===== src/common/atp_pkg.sv =====
// constants and carrier types of the autoreload timer with pwm channel
package atp_pkg;
    localparam int          CNT_W         = 12;
    localparam int          PSC_W         = 5;
    localparam logic [11:0] CNT_MAX       = 12'hFFF;
    localparam logic [11:0] CNT_RST       = 12'h000;
    localparam logic [4:0]  SLOW_LAST     = 5'h1F;
    localparam logic [7:0]  BYTE_RST      = 8'h00;
    // register indices, byte address is four times the index
    localparam logic [5:0]  IDX_TCS       = 6'h0D;
    localparam logic [5:0]  IDX_CNTH      = 6'h0E;
    localparam logic [5:0]  IDX_CNTL      = 6'h0F;
    localparam logic [5:0]  IDX_RLDH      = 6'h10;
    localparam logic [5:0]  IDX_RLDL      = 6'h11;
    localparam logic [5:0]  IDX_OCTL      = 6'h12;
    localparam logic [5:0]  IDX_CHCS      = 6'h13;
    localparam logic [5:0]  IDX_DUTH      = 6'h17;
    localparam logic [5:0]  IDX_DUTL      = 6'h18;
    localparam logic [5:0]  IDX_PWR       = 6'h19;
    // field positions
    localparam int          TCS_CKSEL_LSB = 3;
    localparam int          TCS_OVF_BIT   = 2;
    localparam int          TCS_OVERFLOW_IRQ_ENABLE_BIT = 1;
    localparam int          TCS_COMPARE_IRQ_ENABLE_BIT = 0;
    localparam int          CHCS_POL_BIT  = 1;
    localparam int          CHCS_CMPF_BIT = 0;
    localparam int          OCTL_OE_BIT   = 0;
    // counter clock selector codes
    localparam logic [1:0]  CKSEL_OFF     = 2'h0;
    localparam logic [1:0]  CKSEL_TICK    = 2'h1;
    localparam logic [1:0]  CKSEL_CPU     = 2'h2;
    // power modes
    localparam logic [2:0]  PWR_RUN       = 3'h0;
    localparam logic [2:0]  PWR_SLOW      = 3'h1;
    localparam logic [2:0]  PWR_WAIT      = 3'h2;
    localparam logic [2:0]  PWR_DIDLE     = 3'h3;
    localparam logic [2:0]  PWR_STOP      = 3'h4;
    // bus responses
    localparam logic [1:0]  RESP_OKAY     = 2'h0;
    localparam logic [1:0]  RESP_SLVERR   = 2'h2;

    typedef struct packed {
        logic [1:0] clk_sel;
        logic       ovf_ie;
        logic       cmp_ie;
    } atp_tctl_type;

    typedef struct packed {
        logic oe;
        logic pol;
    } atp_chan_type;
endpackage


===== src/rtl/atp_timer.sv =====
// 12-bit autoreload timer with one pwm / output-compare channel, axi4-lite slave
// Contract
// - counter counts up and reloads from reload value after overflow
// - step from all ones to reload value is overflow; sets overflow flag
// - overflow flag cleared by reading timer control/status; set only by hardware
// - overflow flag stays high one counter clock period
// - selector: 00 off, 01 timebase tick, 10 cpu clock, 11 reserved
// - counter resets to zero and counts whenever a clock is selected and the power mode does not halt it
// - pwm period is 4096 minus reload value counter clocks
// - output enable drives pwm pin; clear leaves pin to general use
// - at overflow: reload, copy duty to shadow, set output high
// - counter equal to active duty drives output low
// - polarity bit inverts output
// - duty high write suspends compare until duty low write
// - output-compare mode uses written duty immediately
// - match sets compare flag; interrupt if compare enable set
// - compare value zero gives no compare events
// - shadow copied at overflow even with low byte unwritten
// - pwm mode compares shadow; compare mode compares duty register
// - reduced-clock mode divides counter input by 32; core idle no effect
// - deep idle halts unless tick selected and overflow irq enabled; stop halts
// - separate irqs; wake rules per power mode
// - compare flag set on match, cleared by reading channel status
// - polarity bit zero non-inverted, one inverted, cleared at reset
`timescale 1ns/1ps
module atp_timer #(
    parameter int ADDR_W = 8
) (
    // clock and reset
    input  wire logic              CLK_SYS_IN,
    input  wire logic              RST_N_IN,
    // axi4-lite write channels
    input  wire logic [ADDR_W-1:0] S_AXI_AWADDR_IN,
    input  wire logic              S_AXI_AWVALID_IN,
    output logic                   S_AXI_AWREADY_OUT,
    input  wire logic [31:0]       S_AXI_WDATA_IN,
    input  wire logic [3:0]        S_AXI_WSTRB_IN,
    input  wire logic              S_AXI_WVALID_IN,
    output logic                   S_AXI_WREADY_OUT,
    output logic [1:0]             S_AXI_BRESP_OUT,
    output logic                   S_AXI_BVALID_OUT,
    input  wire logic              S_AXI_BREADY_IN,
    // axi4-lite read channels
    input  wire logic [ADDR_W-1:0] S_AXI_ARADDR_IN,
    input  wire logic              S_AXI_ARVALID_IN,
    output logic                   S_AXI_ARREADY_OUT,
    output logic [31:0]            S_AXI_RDATA_OUT,
    output logic [1:0]             S_AXI_RRESP_OUT,
    output logic                   S_AXI_RVALID_OUT,
    input  wire logic              S_AXI_RREADY_IN,
    // timebase tick from the neighbouring timer
    input  wire logic              TIMEBASE_TICK_IN,
    // pwm pin and interrupts
    output logic                   MODULATED_OUTPUT_OUT,
    output logic                   PWM_OUT_ENABLE_OUT,
    output logic                   OVF_IRQ_OUT,
    output logic                   CMP_IRQ_OUT
);
    import atp_pkg::*;

    function automatic logic [5:0] reg_idx(input logic [ADDR_W-1:0] a);
        return a[7:2];
    endfunction
    function automatic logic mapped(input logic [5:0] i);
        return (i >= IDX_TCS && i <= IDX_CHCS) || (i >= IDX_DUTH && i <= IDX_PWR);
    endfunction
    atp_tctl_type     tctl_q;
    atp_chan_type     chan_q;
    logic [2:0]       pwr_q;
    logic [11:0]      cnt_q;
    logic [11:0]      reload_q;
    logic [11:0]      duty_q;
    logic [11:0]      shadow_q;
    logic [4:0]       psc_q;
    logic             lock_q;
    logic             ovf_q;
    logic             cmpf_q;
    logic             lvl_q;
    logic             pin_q;
    logic             ovf_irq_q;
    logic             cmp_irq_q;
    logic             awready_q;
    logic             wready_q;
    logic             bvalid_q;
    logic [1:0]       bresp_q;
    logic [ADDR_W-1:0] awaddr_q;
    logic [7:0]       wbyte_q;
    logic             wlane_q;
    logic             arready_q;
    logic             rvalid_q;
    logic [31:0]      rdata_q;
    logic [1:0]       rresp_q;
    // bus slave
    logic       wr_do;
    logic       rd_do;
    logic [5:0] wr_idx;
    logic [5:0] rd_idx;
    logic       wr_ok;
    assign wr_do  = !awready_q && !wready_q && !bvalid_q;
    assign rd_do  = S_AXI_ARVALID_IN && arready_q;
    assign wr_idx = reg_idx(awaddr_q);
    assign rd_idx = reg_idx(S_AXI_ARADDR_IN);
    // registers are one byte wide, only lane 0 stores
    assign wr_ok  = wr_do && wlane_q;
    always_ff @(posedge CLK_SYS_IN) begin
        if (!RST_N_IN) begin
            awready_q <= 1'b1;
            wready_q  <= 1'b1;
            bvalid_q  <= 1'b0;
            bresp_q   <= RESP_OKAY;
            awaddr_q  <= '0;
            wbyte_q   <= BYTE_RST;
            wlane_q   <= 1'b0;
        end else begin
            if (S_AXI_AWVALID_IN && awready_q) begin
                awready_q <= 1'b0;
                awaddr_q  <= S_AXI_AWADDR_IN;
            end
            if (S_AXI_WVALID_IN && wready_q) begin
                wready_q <= 1'b0;
                wbyte_q  <= S_AXI_WDATA_IN[7:0];
                wlane_q  <= S_AXI_WSTRB_IN[0];
            end
            if (wr_do) begin
                bvalid_q <= 1'b1;
                bresp_q  <= mapped(wr_idx) ? RESP_OKAY : RESP_SLVERR;
            end
            if (bvalid_q && S_AXI_BREADY_IN) begin
                bvalid_q  <= 1'b0;
                awready_q <= 1'b1;
                wready_q  <= 1'b1;
            end
        end
    end
    always_ff @(posedge CLK_SYS_IN) begin
        if (!RST_N_IN) begin
            arready_q <= 1'b1;
            rvalid_q  <= 1'b0;
            rdata_q   <= '0;
            rresp_q   <= RESP_OKAY;
        end else if (rd_do) begin
            arready_q <= 1'b0;
            rvalid_q  <= 1'b1;
            rresp_q   <= mapped(rd_idx) ? RESP_OKAY : RESP_SLVERR;
            case (rd_idx)
                IDX_TCS:  rdata_q <= {24'h0000_00, 3'h0, tctl_q.clk_sel, ovf_q,
                                      tctl_q.ovf_ie, tctl_q.cmp_ie};
                IDX_CNTH: rdata_q <= {28'h000_0000, cnt_q[11:8]};
                IDX_CNTL: rdata_q <= {24'h0000_00, cnt_q[7:0]};
                IDX_RLDH: rdata_q <= {28'h000_0000, reload_q[11:8]};
                IDX_RLDL: rdata_q <= {24'h0000_00, reload_q[7:0]};
                IDX_OCTL: rdata_q <= {31'h0000_0000, chan_q.oe};
                IDX_CHCS: rdata_q <= {30'h0000_0000, chan_q.pol, cmpf_q};
                IDX_DUTH: rdata_q <= {28'h000_0000, duty_q[11:8]};
                IDX_DUTL: rdata_q <= {24'h0000_00, duty_q[7:0]};
                IDX_PWR:  rdata_q <= {29'h0000_0000, pwr_q};
                default:  rdata_q <= '0;
            endcase
        end else if (rvalid_q && S_AXI_RREADY_IN) begin
            rvalid_q  <= 1'b0;
            arready_q <= 1'b1;
        end
    end
    // software registers
    always_ff @(posedge CLK_SYS_IN) begin
        if (!RST_N_IN) begin
            tctl_q   <= '0;
            chan_q   <= '0;
            pwr_q    <= PWR_RUN;
            reload_q <= CNT_RST;
            duty_q   <= CNT_RST;
        end else if (wr_ok) begin
            case (wr_idx)
                IDX_TCS: begin
                    tctl_q.clk_sel <= wbyte_q[TCS_CKSEL_LSB +: 2];
                    tctl_q.ovf_ie  <= wbyte_q[TCS_OVERFLOW_IRQ_ENABLE_BIT];
                    tctl_q.cmp_ie  <= wbyte_q[TCS_COMPARE_IRQ_ENABLE_BIT];
                end
                IDX_RLDH: reload_q[11:8] <= wbyte_q[3:0];
                IDX_RLDL: reload_q[7:0]  <= wbyte_q;
                IDX_OCTL: chan_q.oe      <= wbyte_q[OCTL_OE_BIT];
                IDX_CHCS: chan_q.pol     <= wbyte_q[CHCS_POL_BIT];
                IDX_DUTH: duty_q[11:8]   <= wbyte_q[3:0];
                IDX_DUTL: duty_q[7:0]    <= wbyte_q;
                IDX_PWR:  pwr_q          <= wbyte_q[2:0];
                default: ;
            endcase
        end
    end
    // high byte write holds off compare until the low byte lands
    logic duth_wr;
    logic dutl_wr;
    assign duth_wr = wr_ok && wr_idx == IDX_DUTH;
    assign dutl_wr = wr_ok && wr_idx == IDX_DUTL;
    always_ff @(posedge CLK_SYS_IN) begin
        if (!RST_N_IN)
            lock_q <= 1'b0;
        else if (duth_wr)
            lock_q <= 1'b1;
        else if (dutl_wr)
            lock_q <= 1'b0;
    end

    // counter clock
    logic base_tick;
    logic run_en;
    logic cnt_tick;
    // reserved selector falls to default and stays stopped
    always_comb begin
        case (tctl_q.clk_sel)
            CKSEL_TICK: base_tick = TIMEBASE_TICK_IN;
            CKSEL_CPU:  base_tick = 1'b1;
            default:    base_tick = 1'b0;
        endcase
    end
    assign run_en = pwr_q != PWR_STOP &&
                    !(pwr_q == PWR_DIDLE &&
                      !(tctl_q.clk_sel == CKSEL_TICK && tctl_q.ovf_ie));
    // core-idle mode leaves the count untouched, reduced clock divides by 32
    assign cnt_tick = base_tick && run_en &&
                      (pwr_q != PWR_SLOW || psc_q == SLOW_LAST);
    always_ff @(posedge CLK_SYS_IN) begin
        if (!RST_N_IN)
            psc_q <= '0;
        else if (base_tick && run_en)
            psc_q <= psc_q + 5'h01;
    end

    // counter and overflow
    logic [11:0] cnt_nxt;
    logic        ovf_evt;
    assign ovf_evt = cnt_tick && cnt_q == CNT_MAX;
    assign cnt_nxt = (cnt_q == CNT_MAX) ? reload_q : cnt_q + 12'h001;
    always_ff @(posedge CLK_SYS_IN) begin
        if (!RST_N_IN)
            cnt_q <= CNT_RST;
        else if (cnt_tick)
            cnt_q <= cnt_nxt;
    end

    // set wins over a same-cycle read or period end
    logic tcs_rd;
    assign tcs_rd = rd_do && rd_idx == IDX_TCS;
    always_ff @(posedge CLK_SYS_IN) begin
        if (!RST_N_IN)
            ovf_q <= 1'b0;
        else if (ovf_evt)
            ovf_q <= 1'b1;
        else if (tcs_rd || cnt_tick)
            ovf_q <= 1'b0;
    end

    // compare
    logic [11:0] cmp_val;
    logic        cmp_on;
    logic        match_evt;
    assign cmp_val   = chan_q.oe ? shadow_q : duty_q;
    assign cmp_on    = !lock_q && cmp_val != CNT_RST;
    assign match_evt = cnt_tick && cmp_on && cnt_nxt == cmp_val;
    always_ff @(posedge CLK_SYS_IN) begin
        if (!RST_N_IN)
            shadow_q <= CNT_RST;
        else if (ovf_evt)
            shadow_q <= duty_q;
    end

    logic chcs_rd;
    assign chcs_rd = rd_do && rd_idx == IDX_CHCS;
    always_ff @(posedge CLK_SYS_IN) begin
        if (!RST_N_IN)
            cmpf_q <= 1'b0;
        else if (match_evt)
            cmpf_q <= 1'b1;
        else if (chcs_rd)
            cmpf_q <= 1'b0;
    end

    // pwm level and pin
    // match after overflow wins, so duty equal to reload keeps the level low
    always_ff @(posedge CLK_SYS_IN) begin
        if (!RST_N_IN)
            lvl_q <= 1'b0;
        else if (match_evt)
            lvl_q <= 1'b0;
        else if (ovf_evt)
            lvl_q <= 1'b1;
    end
    always_ff @(posedge CLK_SYS_IN) begin
        if (!RST_N_IN)
            pin_q <= 1'b0;
        else
            pin_q <= chan_q.oe && (lvl_q ^ chan_q.pol);
    end

    // interrupt requests
    logic ovf_wake_ok;
    logic cmp_wake_ok;
    assign ovf_wake_ok = pwr_q != PWR_STOP &&
                         (pwr_q != PWR_DIDLE || tctl_q.clk_sel == CKSEL_TICK);
    assign cmp_wake_ok = pwr_q != PWR_STOP && pwr_q != PWR_DIDLE;
    always_ff @(posedge CLK_SYS_IN) begin
        if (!RST_N_IN) begin
            ovf_irq_q <= 1'b0;
            cmp_irq_q <= 1'b0;
        end else begin
            ovf_irq_q <= ovf_q && tctl_q.ovf_ie && ovf_wake_ok;
            cmp_irq_q <= cmpf_q && tctl_q.cmp_ie && cmp_wake_ok;
        end
    end

    // outputs
    assign S_AXI_AWREADY_OUT    = awready_q;
    assign S_AXI_WREADY_OUT     = wready_q;
    assign S_AXI_BVALID_OUT     = bvalid_q;
    assign S_AXI_BRESP_OUT      = bresp_q;
    assign S_AXI_ARREADY_OUT    = arready_q;
    assign S_AXI_RVALID_OUT     = rvalid_q;
    assign S_AXI_RDATA_OUT      = rdata_q;
    assign S_AXI_RRESP_OUT      = rresp_q;
    assign MODULATED_OUTPUT_OUT = pin_q;
    assign PWM_OUT_ENABLE_OUT   = chan_q.oe;
    assign OVF_IRQ_OUT          = ovf_irq_q;
    assign CMP_IRQ_OUT          = cmp_irq_q;
endmodule // atp_timer


===== config.mk =====
export PLATFORM = sky130hd
export DESIGN_NAME = atp_timer
export DESIGN_NICKNAME = d
export VERILOG_FILES = /design/src/common/atp_pkg.sv /design/src/rtl/atp_timer.sv
export SDC_FILE = /design/constraint.sdc
export NUM_CORES = 1
export LEC_CHECK = 0
export BUFFER_PORTS_ARGS = -buffer_cell sky130_fd_sc_hd__clkbuf_2
export CAP_MARGIN = 20
export CORE_MARGIN = 1
export CORE_UTILIZATION = 44
export CTS_CLUSTER_DIAMETER = 120
export DETAILED_ROUTE_END_ITERATION = 6
export PLACE_DENSITY = 0.74
export SLEW_MARGIN = 20
export SYNTH_ARGS = -nofsm -noshare
export SYNTH_HDL_FRONTEND = slang
export SYNTH_SLANG_ARGS = --single-unit

===== constraint.sdc =====
create_clock -name CLK_SYS_IN -period 3.36 [get_ports CLK_SYS_IN]
set_input_delay 0.168 -clock CLK_SYS_IN [delete_from_list [all_inputs] [get_ports CLK_SYS_IN]]
set_output_delay 0.168 -clock CLK_SYS_IN [all_outputs]
set_load 0.02 [all_outputs]

Yosys cells after proc, flatten, opt, wreduce, memory -nomap -nowiden:

Cells that the tools add are included.

* input port bits: 60
* word-level logic and storage cells: 144
* flip-flop bits (word level): 127
* output and inout bits: 45

* magnitude comparators: 8
* bitwise logic cells: 2
* reduce and logical (&&, ||, !) cells: 58
* multiplexer cells: 16
* eq/ne operators: 27
* $add $sub $neg: 2

Operators by type and width (number)
* $eq A6 B5 Y1 const B: 14
* $pmux W8 S10: 1
* $logic_and A1 B1 Y1: 32
* $eq A6 B4 Y1 const B: 4
* $le A6 B5 Y1 const B: 4
* $mux W12: 2
* $reduce_and A2 Y1: 8
* $add A12 B1 Y12 const B: 1
* $eq A12 B12 Y1: 1
* $eq A12 B12 Y1 const B: 1
* $ge A6 B4 Y1 const B: 2
* $ge A6 B5 Y1 const B: 2
* $reduce_bool A12 Y1: 1
* $mux W1: 10
* $reduce_bool A2 Y1: 4
* $logic_not A1 Y1: 6
* $add A5 B1 Y5 const B: 1
* $eq A5 B5 Y1 const B: 1
* $logic_or A1 B1 Y1: 5
* $mux W2: 2
* $reduce_or A2 Y1: 2
* $eq A3 B2 Y1 const B: 1
* $ne A3 B1 Y1 const B: 1
* $ne A3 B2 Y1 const B: 1
* other kinds (6): 6

Logic depth before layout (Yosys ltp):

Gate-level depths: netlist of the first run.

* depth in word-level cells: 11
* mapped depth: 10
* depth with buffers taken out: 10

Worst setup path before layout of the first run:

No wires, ideal clock.

* path type: register to register
* start: register tctl_q[2] in the netlist's numbering
* end: register lvl_q
* data required time: 3.244 ns
* path buffers: 0
* data arrival time: 2.478 ns
* cell stages (with the launch flop): 9
* setup time: 0.116 ns
* slack: 0.765 ns
* period minus slack after synthesis: 2.595 ns
* cells stage by stage: dfxtp_1 > inv_1 > ha_1 > or2_4 > or4b_1 > or4_1 > a2111oi_2 > nand4_1 > o211a_1

* longest elaborated chain between the ends: 11
* elaborated cells on any way between the ends: 14
* those cells by class: eq/ne (2); mux (1); reduce/logical (11)

Ends and longest elaborated chain
* start: declaration: line atp_timer.sv:67 `atp_tctl_type tctl_q;`
* $eq A2 B1 Y1: line atp_timer.sv:210, atp_timer.sv:218
* $logic_and A1 B1 Y1: line atp_timer.sv:218 `!(tctl_q.clk_sel == CKSEL_TICK && tctl_q.ovf_ie));`
* $logic_not A1 Y1: line atp_timer.sv:218
* $logic_and A1 B1 Y1: line atp_timer.sv:217 `!(pwr_q == PWR_DIDLE &&`
* $logic_not A1 Y1: line atp_timer.sv:217
* $logic_and A1 B1 Y1: line atp_timer.sv:216 `assign run_en = pwr_q != PWR_STOP &&`
* $logic_and A1 B1 Y1 (*) (2 in series): line atp_timer.sv:220 `assign cnt_tick = base_tick && run_en &&`
* $logic_and A1 B1 Y1 (2 in series): line atp_timer.sv:259 `assign match_evt = cnt_tick && cmp_on && cnt_nxt == cmp_val;`
* $reduce_or A2 Y1 (no source line)
* end signal: assignment: line atp_timer.sv:282 `lvl_q <= 1'b0;`
* end signal: assignment: line atp_timer.sv:284 `lvl_q <= 1'b0;`
* end signal: assignment: line atp_timer.sv:286 `lvl_q <= 1'b1;`
* end: declaration: line atp_timer.sv:78 `logic lvl_q;`

Every way passes the cells marked *; elsewhere a longest branch is shown, timed or not.
A chain may end at the register's enable or synchronous reset.

Worst setup path in the final report of the first run:

Ends and elaborated chain as after synthesis.

==> impl_metrics.py, run 1 <==
metrics = {
    "run_status": {
        "outcome": "finished with violations",
        "violations": "DRC",
    },
    "timing": {
        "fmax_mhz": 335,
        "slew_headroom_pct": 33.5,
        "hold_viol": 0,
        "setup_violations": 0,
        "fin_setup_tns_ps": 0,
        "period_minus_slack_ps": 2980,
        "fin_hold_ws_ps": 47.2,
        "clock_skew_ps": 8.01,
        "drv_slew": 0,
        "fin_crit_sh_pct": 88.8,
        "rsz0062_at_grt": "false",
        "worst_pin_slew_ps": 991,
    },
    "clock_network": {
        "root_buffer": "clkbuf_16",
        "holdBufCountCts": 0,
        "post_cts_buffers": 0,
        "clk_latency_ps": 360,
        "post_cts.resized_instances": 0,
        "cts_sinks": 99,
        "cts_tree": "yes",
        "cts_buffers": 9,
        "clock_path_buffers": 2,
        "htreeDepth": 3,
        "clk_pin_slew_worst_paths_ps": 70,
    },
    "yosys": {
        "ys_top_cells_by_area": "dfxtp_1 37%, mux2i_1 9.0%, nand2_1 6.6%",
        "syn_inst": 644,
        "synth_ff_type": "dfxtp_1",
        "ys_warn_count": 0,
        "yosysSeqAreaShare_pct": 37.2,
        "synth-seq-cells": 99,
        "syn_area_per_cell_um2": 8.27,
        "yosysTopAreaCell": "dfxtp_1",
        "ys_async_sr_fraction_pct": 0,
        "synth-edff-count": 0,
        "synth_area_um2": 5330,
        "synth_top_cell_area_share_pct": 37.2,
        "synth_cell_types": 59,
    },
    "setup_path": {
        "r2r_end": "lvl_q",
        "cp-endpoint": "lvl_q",
        "r2r-start": "tctl_q[2]",
        "r2r_cells": 8,
        "worstPathRequired_ps": 3620,
        "cp-startpoint": "tctl_q[2]",
        "arrival_ps": 3240,
        "r2r_setup_slack_ps": 380,
        "critPathLaunchType": "flop",
        "path_max_fanout": 4,
        "worstSetupPathType": "flop to flop",
        "end_kind": "flop",
    },
    "cells_and_area": {
        "fin_nets": 734,
        "antenna_cells": 0,
        "stdcell_area_um2": 5820,
        "layout-drive-gt1-share_pct": 11.4,
        "finalCoreUtilization_pct": 50.1,
        "area_growth_pct": 9.18,
    },
    "detailed_routing": {
        "drtIter0Drc": 330,
        "postRouteAntennaNets": 0,
        "wire_per_inst_um": 16.8,
        "drt-total-wl_mm": 13.7,
        "first_pass_iters": 7,
        "drc": 3,
        "viasPerCell": 5.71,
        "vias": 4665,
    },
    "placed_design": {
        "placed_area_um2": 5530,
        "gp_congestion": 0.919,
        "dp_hpwl_mm": 10.0,
        "portBuffers": 47,
    },
    "global_routing": {
        "grt_max_degree": 58,
        "overflow": 0,
        "grt_usage_pct": 22.7,
        "grt_pass1_wl_mm": 22.2,
        "antenna_found_initial": 0,
        "grt_pass1_vias": 4356,
    },
    "floorplan": {
        "core_area_um2": 11600,
        "fp-row-count": 39,
        "die_y_um": 112,
        "die_w_um": 112,
        "start_util_pct": 45.9,
        "fp.dieArea_um2": 12600,
        "pin_count": 105,
    },
    "power_and_ir_drop": {
        "leakage_nw": 2.28,
        "peakVddDrop_mv": 0.499,
        "pwr_density_cell_nw_per_um2": 407,
    },
    "job": {
        "max-cap-violations": 0,
    },
    "hold_path": {
        "min_path_type": "input pin to flop",
        "min_path_cells": 3,
    },
}
[how the worst min path moves through the flow]
stage / start / to / slack, ps
after detailed placement: S_AXI_WDATA_IN[4] / wbyte_q[4] / 420
after global routing: S_AXI_WDATA_IN[5] / wbyte_q[5] / 60
final: S_AXI_WDATA_IN[4] / wbyte_q[4] / 50
after global placement: S_AXI_WDATA_IN[1] / wbyte_q[1] / 410
after floorplan: S_AXI_AWADDR_IN[3] / awaddr_q[3] / 320
after CTS: S_AXI_WSTRB_IN[0] / wlane_q / 40
[synthesized netlist by cell type, types with 14 or more instances]
cell type and count:
nor3_1 16, nand3_1 36, a21oi_1 17, nor2_1 47, buf_4 26, a21boi_0 37, a22oi_1 14, nor2b_1 33
mux2i_1 48, o21ai_0 16, nand2_1 94, dfxtp_1 99, clkbuf_1 28
[layout by cell type (no fill, tap or decap), types with 3 or more instances in the layout]
cell type and count:
a21oi_1 17, conb_1 26, o21ai_0 16, a31oi_1 5, clkbuf_2 47, and2_1 4, mux2_2 3, xnor2_1 10
a21boi_0 37, nand3_1 36, a221oi_1 4, mux2i_1 48, and3_1 5, nor3b_1 4, nor2_1 47, ha_1 5
xor2_1 10, nor2b_1 33, nand4_1 8, nor3_1 16, inv_6 3, o211a_1 3, a22oi_1 14, nand3b_1 4
nand2_1 94, nor4_1 7, dfxtp_1 99, buf_4 4, nand2b_1 6, clkbuf_16 9, inv_1 8, or4_1 3
[sequential cells by signal, indices dropped and copies added (netlist names), 3 cells and up]
register and count:
pwr_q 3, wbyte_q 8, S_AXI_RDATA_OUT 8, shadow_q 12, duty_q 12, reload_q 12
psc_q 5, awaddr_q 6, tctl_q 4, cnt_q 12
[metrics by stage]
step	instances	setup slack (ps)	total power, mW
6_report	817	377	2.37
5_1_grt	817	306	2.45
4_1_cts	817	411	2.38
3_5_place_dp	801	418	1.38
3_3_place_gp	801	487	1.38
2_1_floorplan	669	765	1.36
[metal layers]
metal | part of all wire [%] | track usage, % | vias up
met1 | 43 | 28.7 | 2193
met4 | 2.7 | 9.07 | 0
li1 | - | - | 2257
met5 | 0 | 0 | -
met2 | 47 | 38.0 | 180
met3 | 7.2 | 4.43 | 35
[critical path, stage by stage (launching register included)]
cell and delay (ps):
dfxtp_1 350, inv_1 80, ha_1 300, or2_4 260
or4b_1 570, or4_1 570, a2111oi_2 340, nand4_1 220
o211a_1 190
[cells by family after synthesis]
group | count (synthesis) | share of synthesized area [%]
xor+xnor | 20 | 3.29
other cells | 1 | 0.0704
simple gates | 277 | 25.4
compound gates | 119 | 15.9
mux | 52 | 10.1
fa+ha+maj | 5 | 1.17
flops | 99 | 37.2
buf+inv | 71 | 6.95
[report_power, final]
part / internal, mW / switching [mW]
logic: 0.0465 / 0.0966
registers: 1.19 / 0.0249
clock network: 0.518 / 0.490
[final cells by class]
type / instances / area (µm²)
Clock inverter: 6 / 58.8
Sequential cell: 99 / 1980
Clock buffer: 10 / 229
Fill cell: 1082 / 5800
Multi-Input combinational cell: 499 / 3070
Inverter: 9 / 33.8
Timing Repair Buffer: 51 / 265
Tap cell: 143 / 179
No activity file was read; power rests on OpenSTA's default activity.
==> run 2: changes to the inputs <==
--- a/config.mk
+++ b/config.mk
@@ -7,11 +7,12 @@
 export LEC_CHECK = 0
 export BUFFER_PORTS_ARGS = -buffer_cell sky130_fd_sc_hd__clkbuf_2
 export CAP_MARGIN = 20
+export CORE_ASPECT_RATIO = 0.75
 export CORE_MARGIN = 1
 export CORE_UTILIZATION = 44
 export CTS_CLUSTER_DIAMETER = 120
 export DETAILED_ROUTE_END_ITERATION = 6
-export PLACE_DENSITY = 0.74
+export PLACE_DENSITY = 0.68
 export SLEW_MARGIN = 20
 export SYNTH_ARGS = -nofsm -noshare
 export SYNTH_HDL_FRONTEND = slang
==> impl_metrics.py, run 2 (synthesis gave the netlist of run 1 again) <==
metrics = {
    "run_status": {
        "outcome": "finished, final reports clean",
    },
    "global_routing": {
        "overflow": 0,
        "grt_pass1_vias": 4329,
        "grt_pass1_wl_mm": 23.5,
        "grt_max_degree": 47,
        "grt_usage_pct": 24.4,
        "antenna_found_initial": 0,
    },
    "clock_network": {
        "cts_buffers": 9,
        "post_cts_buffers": 0,
        "root_buffer": "clkbuf_16",
        "cts_tree": "yes",
        "cts_sinks": 99,
        "holdBufCountCts": 0,
        "clk_pin_slew_worst_paths_ps": 80,
        "clock_path_buffers": 2,
        "post_cts.resized_instances": 0,
        "htreeDepth": 3,
        "clk_latency_ps": 350,
    },
    "setup_path": {
        "r2r_end": "lvl_q",
        "r2r_setup_slack_ps": 440,
        "worstSetupPathType": "flop to flop",
        "worstPathRequired_ps": 3610,
        "end_kind": "flop",
        "path_max_fanout": 3,
        "r2r-start": "psc_q[0]",
        "r2r_cells": 10,
        "arrival_ps": 3160,
        "critPathLaunchType": "flop",
    },
    "timing": {
        "drv_slew": 0,
        "setup_violations": 0,
        "hold_viol": 0,
        "worst_pin_slew_ps": 986,
        "fmax_mhz": 343,
        "clock_skew_ps": 8.74,
        "fin_crit_sh_pct": 86.8,
        "period_minus_slack_ps": 2920,
        "slew_headroom_pct": 33.7,
        "fin_setup_tns_ps": 0,
        "rsz0062_at_grt": "false",
    },
    "detailed_routing": {
        "drtIter0Drc": 327,
        "wire_per_inst_um": 17.2,
        "first_pass_iters": 6,
        "postRouteAntennaNets": 0,
        "drt-total-wl_mm": 14.4,
        "viasPerCell": 5.66,
        "drc": 0,
        "vias": 4734,
    },
    "floorplan": {
        "die_y_um": 97.3,
        "die_w_um": 129,
        "fp.dieArea_um2": 12600,
        "core_area_um2": 11700,
        "pin_count": 105,
        "fp-row-count": 34,
        "start_util_pct": 45.5,
    },
    "hold_path": {
        "min-delay-start": "S_AXI_WDATA_IN[1]",
        "min_path_type": "input pin to flop",
        "whs_endpoint": "wbyte_q[1]",
        "min_path_cells": 3,
    },
    "cells_and_area": {
        "area_growth_pct": 9.91,
        "fin_nets": 735,
        "antenna_cells": 0,
        "finalCoreUtilization_pct": 50.1,
        "final_cell_mix": "99 x dfxtp_1, 94 x nand2_1, 48 x mux2i_1",
        "fill_cells": 1139,
        "mostFrequentLayoutCell": "dfxtp_1",
        "layout-drive-gt1-share_pct": 11.7,
    },
    "power_and_ir_drop": {
        "p_total_mw": 2.39,
        "pwr_density_cell_nw_per_um2": 409,
        "peakVddDrop_mv": 0.304,
        "leakage_nw": 2.30,
    },
    "placed_design": {
        "gp_congestion": 0.936,
        "dp_hpwl_mm": 10.7,
        "portBuffers": 47,
    },
    "job": {
        "max-cap-violations": 0,
    },
}
run 2: changes by cell type in the layout (fill, tap and decap cells not counted):
cell	previous run	this run
inv_8	0	2
buf_4	4	5
clkbuf_1	1	0
clkinv_2	0	1
clkinvlp_4	1	0
inv_6	3	2
run 2: area by class of cell:
type / count / area, µm² / area share (%)
multi-input cells: 499 / 3070 / 52.4
flip-flops and latches: 99 / 1980 / 33.8
repair buffers: 52 / 273 / 4.66
clock buffers: 9 / 225 / 3.85
well taps: 162 / 203 / 3.46
clock inverters: 7 / 70.1 / 1.20
inverters: 9 / 33.8 / 0.577
run 2: worst max path at each step:
stage	start	slack (ps)	end
CTS	psc_q[0]	460	lvl_q
global route	cnt_q[0]	300	lvl_q
finish	psc_q[0]	440	lvl_q
global placement	tctl_q[2]	520	lvl_q
detailed placement	psc_q[0]	470	lvl_q
floorplan	tctl_q[2]	770	lvl_q
run 2: stage by stage:
| stage | setup WS, ps | cell area (µm²) | cells | hold WS [ps] |
|---|---|---|---|---|
| 2_1_floorplan | 765 | 5420 | 669 | 324 |
| 3_3_place_gp | 516 | 5560 | 821 | 414 |
| 3_5_place_dp | 474 | 5560 | 821 | 424 |
| 4_1_cts | 463 | 5860 | 837 | 52.9 |
| 5_1_grt | 300 | 5860 | 837 | 54.3 |
| 6_report | 445 | 5860 | 837 | 56.2 |
run 2: report_power, final:
group / total, mW / internal [mW] / switching (mW)
Combinational: 0.145 / 0.0466 / 0.0982
Sequential: 1.21 / 1.19 / 0.0235
Clock: 1.04 / 0.525 / 0.511
Total: 2.39 / 1.76 / 0.633
run 2: metal layers:
| layer | vias to the layer above | track usage [%] | share of wire, % |
|---|---|---|---|
| li1 | 2273 | - | - |
| met1 | 2255 | 37.2 | 49 |
| met2 | 184 | 34.9 | 42 |
| met3 | 22 | 4.79 | 7.3 |
| met4 | 0 | 5.16 | 1.6 |
| met5 | - | 0 | 0 |
run 2: critical path, stage by stage, from the launching register on:
cell,delay (ps)
dfxtp_1,380
ha_1,180
and3_1,180
ha_1,150
nand2b_1,60
nand3_1,100
or4b_1,480
or4_1,570
a2111oi_2,350
nand4_1,210
o211a_1,180
